`src/sspi_pkg.sv`:
```
package sspi_pkg;
   // ------------------------------------------------------------
   // modes and widths
   // ------------------------------------------------------------
   localparam int          SSPI_DATA_W        = 8;
   localparam int          SSPI_CNT_W         = 3;
   localparam logic [3:0]  SSPI_MODE_SLAVE_SS = 4'h4;
   localparam logic [3:0]  SSPI_MODE_SLAVE    = 4'h5;
   localparam logic [2:0]  SSPI_CNT_LAST      = 3'h7;
   localparam logic [2:0]  SSPI_CNT_ZERO      = 3'h0;
   localparam logic [7:0]  SSPI_BYTE_ZERO     = 8'h00;
   localparam int          SSPI_BUF_DEPTH     = 2;

   typedef struct packed {
      logic       port_enable_bit;
      logic [3:0] port_mode_field;
      logic       clk_polarity_sel;
      logic       clk_edge_sel;
      logic       input_sample_phase;
      logic       buffer_overwrite_en;
   } sspi_cfg_t;

   typedef struct packed {
      logic port_irq_flag;
      logic buffer_full_flag;
      logic write_collision_flag;
      logic busy;
   } sspi_status_t;
endpackage

```
`src/sspi_slave.sv`:
```
`timescale 1ns/1ps
// Functional notes
// - shift only on external serial clock edges
// - set irq flag when last bit latched
// - keeps shifting during sleep, irq wakes
// - shifting not gated by system sleep state
// - daisy chain: retransmit received byte next group
// - overwrite enable lets writes pass unread byte
// - mode field 0100 selects select-controlled slave
// - select low enables shifting and drives output
// - select high releases output, even mid-byte, one ref_clk after the synchronised select
// - select high or disable clears bit counter
// - master-mode sleep freeze not applicable here
// - msb out first, lsb in
// - write during shift discarded, sets collision flag
// - received byte sets full, read clears it
module sspi_slave
   import sspi_pkg::*;
#(
   parameter int DATA_W = SSPI_DATA_W
) (
   input  wire logic              ref_clk,
   input  wire logic              rst,
   input  wire sspi_cfg_t         cfg,
   input  wire logic              sleep_req,
   input  wire logic              irq_enable,
   input  wire logic              sck_in,
   input  wire logic              sdi_in,
   input  wire logic              ss_n_in,
   output logic                   sdo_out,
   output logic                   sdo_oe,
   input  wire logic              wr_valid,
   input  wire logic [DATA_W-1:0] wr_data,
   output logic                   wr_ready,
   input  wire logic              rd_ready,
   output logic                   rd_valid,
   output logic       [DATA_W-1:0] rd_data,
   input  wire logic              flag_clear_irq,
   input  wire logic              flag_clear_collision,
   output sspi_status_t           status,
   output logic                   wake
);
   // ------------------------------------------------------------
   // pin synchronisers
   // ------------------------------------------------------------
   // sampling sck at 250 MHz stands in for the pin-clocked shifter;
   // the shifter never looks at sleep_req, so it runs on in sleep
   logic [1:0] sck_s, sdi_s, ss_s;
   logic       sck_d;
   always_ff @(posedge ref_clk or posedge rst) begin
      if (rst) begin
         sck_s <= 2'h0;
         sdi_s <= 2'h0;
         ss_s  <= 2'h3;
         sck_d <= 1'b0;
      end else begin
         sck_s <= {sck_s[0], sck_in};
         sdi_s <= {sdi_s[0], sdi_in};
         ss_s  <= {ss_s[0], ss_n_in};
         sck_d <= sck_s[1];
      end
   end

   logic sck_lvl, ss_lvl, sdi_lvl;
   assign sck_lvl = sck_s[1] ^ cfg.clk_polarity_sel;
   assign ss_lvl  = ss_s[1];
   assign sdi_lvl = sdi_s[1];

   logic ss_mode, slave_mode, sel_ok, edge_lead, edge_trail, sample_edge, out_edge;
   assign ss_mode    = cfg.port_mode_field == SSPI_MODE_SLAVE_SS;
   // master modes are not served: the shifter simply holds its state there
   assign slave_mode = ss_mode || cfg.port_mode_field == SSPI_MODE_SLAVE;
   assign sel_ok     = cfg.port_enable_bit && slave_mode && !(ss_mode && ss_lvl);
   assign edge_lead  = (sck_s[1] != sck_d) && (sck_lvl == 1'b1);
   assign edge_trail = (sck_s[1] != sck_d) && (sck_lvl == 1'b0);
   // edge bit set: sample on the return edge, drive on the active edge
   assign sample_edge = cfg.clk_edge_sel ? edge_trail : edge_lead;
   assign out_edge    = cfg.clk_edge_sel ? edge_lead : edge_trail;

   // ------------------------------------------------------------
   // shifter
   // ------------------------------------------------------------
   logic [DATA_W-1:0]     shift_register;
   logic [SSPI_CNT_W-1:0] bit_cnt;
   logic                  byte_done, busy;
   logic                  tx_load;
   logic [DATA_W-1:0]     tx_byte;
   assign busy      = bit_cnt != SSPI_CNT_ZERO;
   assign byte_done = sel_ok && sample_edge && bit_cnt == SSPI_CNT_LAST;

   always_ff @(posedge ref_clk or posedge rst) begin
      if (rst) begin
         bit_cnt        <= SSPI_CNT_ZERO;
         shift_register <= SSPI_BYTE_ZERO;
      end else if (!cfg.port_enable_bit || (ss_mode && ss_lvl)) begin
         bit_cnt <= SSPI_CNT_ZERO;
      end else if (sel_ok) begin
         if (tx_load) begin
            shift_register <= tx_byte;
         end
         if (sample_edge) begin
            bit_cnt <= bit_cnt + 3'h1;
            // keep received bits so the byte goes back out next group
            shift_register <= {shift_register[DATA_W-2:0], sdi_lvl};
         end
      end
   end

   // ------------------------------------------------------------
   // data out, tristate
   // ------------------------------------------------------------
   always_ff @(posedge ref_clk or posedge rst) begin
      if (rst) begin
         sdo_out <= 1'b0;
         sdo_oe  <= 1'b0;
      end else begin
         sdo_oe <= sel_ok;
         if (!sel_ok || out_edge || !busy) begin
            sdo_out <= shift_register[DATA_W-1];
         end
      end
   end

   // ------------------------------------------------------------
   // write side: two-entry buffer feeding the shifter
   // ------------------------------------------------------------
   logic [DATA_W-1:0] tx_mem [SSPI_BUF_DEPTH];
   logic [1:0]        tx_cnt;
   logic              tx_wp, tx_rp, write_collision_flag, wr_take, wr_hit;
   logic              buffer_full_flag;
   assign wr_hit  = wr_valid && wr_ready;
   assign wr_take = wr_hit && !busy && !write_collision_flag
                    && (!buffer_full_flag || cfg.buffer_overwrite_en);
   assign tx_load = tx_cnt != 2'h0 && !busy && !sample_edge;
   assign tx_byte = tx_mem[tx_rp];

   always_ff @(posedge ref_clk or posedge rst) begin
      if (rst) begin
         tx_cnt   <= 2'h0;
         tx_wp    <= 1'b0;
         tx_rp    <= 1'b0;
         wr_ready <= 1'b1;
      end else begin
         if (wr_take) begin
            tx_mem[tx_wp] <= wr_data;
            tx_wp         <= ~tx_wp;
         end
         if (tx_load && sel_ok) begin
            tx_rp <= ~tx_rp;
         end
         tx_cnt   <= tx_cnt + {1'b0, wr_take} - {1'b0, tx_load && sel_ok};
         wr_ready <= (tx_cnt + {1'b0, wr_take} - {1'b0, tx_load && sel_ok}) < 2'h2;
      end
   end

   // ------------------------------------------------------------
   // read side: two-entry buffer and flags
   // ------------------------------------------------------------
   logic [DATA_W-1:0] rx_mem [SSPI_BUF_DEPTH];
   logic [1:0]        rx_cnt;
   logic              rx_wp, rx_rp, rx_push, rx_pop, port_irq_flag;
   logic [DATA_W-1:0] rx_byte;
   assign rx_byte = {shift_register[DATA_W-2:0], sdi_lvl};
   assign rx_push = byte_done && (rx_cnt < 2'h2);
   assign rx_pop  = rd_valid && rd_ready;

   always_ff @(posedge ref_clk or posedge rst) begin
      if (rst) begin
         rx_cnt <= 2'h0;
         rx_wp  <= 1'b0;
         rx_rp  <= 1'b0;
      end else begin
         if (rx_push) begin
            rx_mem[rx_wp] <= rx_byte;
            rx_wp         <= ~rx_wp;
         end
         if (rx_pop) begin
            rx_rp <= ~rx_rp;
         end
         rx_cnt <= rx_cnt + {1'b0, rx_push} - {1'b0, rx_pop};
      end
   end

   always_ff @(posedge ref_clk or posedge rst) begin
      if (rst) begin
         rd_valid <= 1'b0;
         rd_data  <= SSPI_BYTE_ZERO;
      end else begin
         rd_valid <= (rx_cnt + {1'b0, rx_push} - {1'b0, rx_pop}) != 2'h0;
         rd_data  <= rx_pop ? rx_mem[~rx_rp] : rx_mem[rx_rp];
         if (rx_cnt == 2'h0 || (rx_pop && rx_cnt == 2'h1)) begin
            rd_data <= rx_byte;
         end
      end
   end

   // set beats clear on every flag
   always_ff @(posedge ref_clk or posedge rst) begin
      if (rst) begin
         buffer_full_flag     <= 1'b0;
         write_collision_flag <= 1'b0;
         port_irq_flag        <= 1'b0;
      end else begin
         if (byte_done) begin
            buffer_full_flag <= 1'b1;
         end else if (rx_pop) begin
            buffer_full_flag <= 1'b0;
         end
         if (wr_hit && busy) begin
            write_collision_flag <= 1'b1;
         end else if (flag_clear_collision) begin
            write_collision_flag <= 1'b0;
         end
         if (byte_done) begin
            port_irq_flag <= 1'b1;
         end else if (flag_clear_irq) begin
            port_irq_flag <= 1'b0;
         end
      end
   end

   always_ff @(posedge ref_clk or posedge rst) begin
      if (rst) begin
         status <= '0;
         wake   <= 1'b0;
      end else begin
         status <= '{port_irq_flag: port_irq_flag, buffer_full_flag: buffer_full_flag,
                     write_collision_flag: write_collision_flag, busy: busy};
         wake   <= sleep_req && irq_enable && byte_done;
      end
   end
endmodule
```
`config.mk`:
```
export PLATFORM = sky130hd
export DESIGN_NAME = sspi_slave
export DESIGN_NICKNAME = d
export VERILOG_FILES = /design/src/sspi_pkg.sv /design/src/sspi_slave.sv
export SDC_FILE = /design/constraint.sdc
export NUM_CORES = 1
export LEC_CHECK = 0
export BUFFER_PORTS_ARGS = -buffer_cell sky130_fd_sc_hd__buf_4
export CORE_MARGIN = 2
export CORE_UTILIZATION = 40
export CTS_BUF_LIST = sky130_fd_sc_hd__clkbuf_2
export DETAILED_ROUTE_END_ITERATION = 12
export GPL_ROUTABILITY_DRIVEN = 0
export PLACE_DENSITY = 0.71
export SYNTH_ARGS = -nofsm -noshare
export SYNTH_HDL_FRONTEND = slang
export SYNTH_SLANG_ARGS = --single-unit
```
`constraint.sdc`:
```
create_clock -name ref_clk -period 2.9 [get_ports ref_clk]
set_input_delay 0 -clock ref_clk [delete_from_list [all_inputs] [get_ports ref_clk]]
set_output_delay 0 -clock ref_clk [all_outputs]
set_load 0.02 [all_outputs]
```
==> results_dict.tcl <==
set metrics [dict create \
    status "finished clean" \
    clkLatencyLatePin_ns 0.51 \
    fp.dieW_um 92.1 \
    required_ns 3.31 \
    postSynthCellCount 216 \
    fillCellCount 669 \
    first_pass_iters 4 \
    cts_buffer_depth 2 \
    slowest_delay_ns 0.61 \
    rsz0062_at_grt "no" \
    cts_sinks 78 \
    dieHeight_um 92.1 \
    first_iter_violations 82 \
    cts_resized 0 \
    post_cts_buffers 0 \
    slew_violations 0 \
    initial_core_util_pct 40.8 \
    pre_cts_slack_ns 0.452 \
    yosys.area_share.simple_pct 9.23 \
    diodes 0 \
    arrival_ns 3.06 \
    synthXorXnorAreaFrac_pct 3.02 \
    ff_latch_area_um2 2120 \
    drc 0 \
    via_per_inst 4.77 \
    cts_tree "built" \
    worstPathCellList "dlygate4sd3_1, buf_4, nor3b_2, dlygate4sd3_1, nand3_1, inv_1, nand4b_4, ha_1, inv_1, ha_1, xnor2_1, xnor2_1, or2_2" \
    r2r_slack_ns 0.43 \
    antenna_found_initial 0 \
    grt_use_met1_pct 16.8 \
    critPathKind "in -> reg" \
    finalWorstSetupSlack_ns 0.246 \
    fin_nets 327 \
    critPathLaunchType "input port" \
    grt_pass1_vias 2003 \
    wl_per_cell_um 13.2 \
    grtUsageMet3_pct 2.79 \
    top_usage_layer "met2" \
    layout_min_cycle_time_ns 2.65 \
    crit_buf_inv 5 \
    ys_ff_latch 78 \
    grt_pass1_wl_mm 9.03 \
    multi_input_area_um2 895 \
    max_cap_violations 0 \
    worstHoldPathType "in -> reg" \
    ys_seq_area_share_pct 68.1 \
    end_kind "flop" \
    dr_total_vias 1905 \
    finalHoldViolCount 0 \
    core_um2 7610 \
    rows 32 \
    tns_ns 0 \
    synth_area_um2 3110 \
    synth-compound-area-share_pct 7.21 \
    total_power_uw 2980 \
    vdd_drop_max_uv 281 \
    portBuffers 43 \
    routed_wl_mm 5.26 \
    cts-root-buf "clkbuf_2" \
    syn_avg_cell_area_um2 14.4 \
    clk_pin_slew_ns 0.19 \
    crit_family "buffers and inverters" \
    area_growth_syn_to_layout_pct 26.4 \
    use_met2_pct 22.4 \
    setup_viol 0 \
    grt_max_degree 47 \
    cts-buffers-inserted 9 \
    crit_fanout 6 \
    synth.distinct_cells 37 \
    drive_above_1_share_pct 27.6 \
    dieArea_um2 8480 \
    grtUsageTotal_pct 13.8 \
    fmax_mhz 377 \
    fin_crit_sh_pct 91.5 \
    relSlewSlack_pct 37.4 \
    fin_util_pct 51.6 \
    clock_skew_ns 0.0330 \
    ant_nets 0 \
    synthAdderAreaFrac_pct 2.82 \
    synth_top_family_by_area "simple AND/OR/NAND/NOR gates" \
    hpwlAfterDp_mm 3.45 \
    ios 45 \
    syn-num-nets 251 \
    cp_slowest_cell "dlygate4sd3_1" \
    overflow 0 \
    worstMarginPinSlew_ns 0.938 \
    powerDensity_nw_per_um2 759 \
    p_leak_uw 0.00179 \
    htree_levels 3 \
    synth_warnings 0 \
    synth.mux.area_fraction_pct 6.53 \
]
==> state kept, by name, summed over array words and instances, names as in the netlist, 3 cells and up <==
name            flops
rd_data             8
shift_register      8
bit_cnt             3
tx_mem             16
status              4
rx_mem             16
==> cell families after synthesis <==
kind of cell               count (synthesis)
AOI/OAI and AO/OA                         32
xor gates and xnor gates                   9
adders and majority gates                  7
buffers and inverters                     22
DFF                                       78
muxes                                     20
and+or+nand+nor                           48
==> path summary, 6_finish.rpt <==
path	start	endpoint	cells past startpoint
setup / recovery	cfg[5]	rd_valid$_DFF_PP0_	13
hold / removal	cfg[2]	rx_wp$_DFFE_PP0P_	5
setup reg to reg	bit_cnt[0]$_DFFE_PP0P_	wr_ready$_DFF_PP1_	11
hold reg to reg	sdi_s[0]$_DFF_PP0_	sdi_s[1]$_DFF_PP0_	0
max in group asynchronous	rst	bit_cnt[1]$_DFFE_PP0P_	3
min in group asynchronous	rst	shift_register[3]$_DFFE_PP0P_	3
==> worst reg2reg max path, cell delays in order (launching register included) <==
cell and delay (ns):
dfrtp_1 0.43, inv_1 0.09, ha_1 0.14, nor2b_2 0.18, inv_2 0.05, or4_1 0.62
ha_1 0.33, inv_1 0.04, ha_1 0.18, xnor2_1 0.17, xnor2_1 0.16, inv_1 0.06
==> stage by stage <==
stage | hold slack [ns] | cells | cell area, um^2
floorplan | 0.00448 | 216 | 3110
global placement | 0.109 | 359 | 3560
detailed placement | 0.112 | 359 | 3560
CTS | 0.0998 | 399 | 3930
global route | 0.0972 | 399 | 3930
finish | 0.124 | 399 | 3930
==> placed cells by master, fill, tap and decap left out, types with 7 or more instances in the layout <==
cell / Yosys / final
dfrtp_1: 43 / 43
o32a_1: 8 / 8
and2_1: 8 / 8
edfxtp_1: 32 / 32
ha_1: 7 / 7
dlygate4sd3_1: 0 / 24
o21ai_0: 8 / 8
clkbuf_2: 0 / 10
a31oi_1: 9 / 9
inv_1: 13 / 12
buf_4: 1 / 49
mux2i_1: 18 / 18
nand2_1: 17 / 17
==> layout make-up <==
| type | count | area share [%] |
|---|---|---|
| Clock buffer | 10 | 1.27 |
| Tap cell | 102 | 3.25 |
| Timing Repair Buffer | 73 | 15.5 |
| Multi-Input combinational cell | 116 | 22.8 |
| Sequential cell | 78 | 53.9 |
| Inverter | 14 | 1.34 |
| Clock inverter | 6 | 1.98 |
==> synthesized netlist by cell type, drive strengths merged <==
library cell / count / area share (%)
and2: 8 / 1.6
mux2: 2 / 0.73
buf: 4 / 0.89
o32a: 8 / 2.6
or4: 1 / 0.24
or2: 2 / 0.40
nor3b: 3 / 1.2
nor2: 2 / 0.24
dfstp: 3 / 2.5
ha: 7 / 2.8
nand3: 5 / 0.81
inv: 14 / 1.7
edfxtp: 32 / 31
nor2b: 2 / 0.48
mux2i: 18 / 5.8
dfrtp: 43 / 35
nand4b: 1 / 0.77
nor3: 4 / 0.81
o21ai: 12 / 1.9
a21oi: 2 / 0.68
nand2b: 3 / 0.60
clkbuf: 4 / 0.48
o22ai: 1 / 0.20
xnor2: 7 / 2.2
xor2: 2 / 0.81
nand2: 17 / 2.1
a31oi: 9 / 1.8
==> power by group <==
| group | switching, uW | internal (uW) |
|---|---|---|
| Sequential | 158 | 1390 |
| Combinational | 409 | 388 |
| Clock | 351 | 282 |
| Total | 918 | 2060 |
==> what timing repair did <==
action / 4_1_cts / 5_1_grt
hold buffers: 24 / 0
endpoints found under the hold margin: 103 / 0
endpoints found under the setup margin: 0 / 0
==> routing by layer <==
layer  vias up  part of all wire [%]
li1        924                     -
met1       927                    44
met2        37                    49
met3        17                   3.3
met4         0                   4.0
met5         -                     0
(Power assumes the default switching activity.)
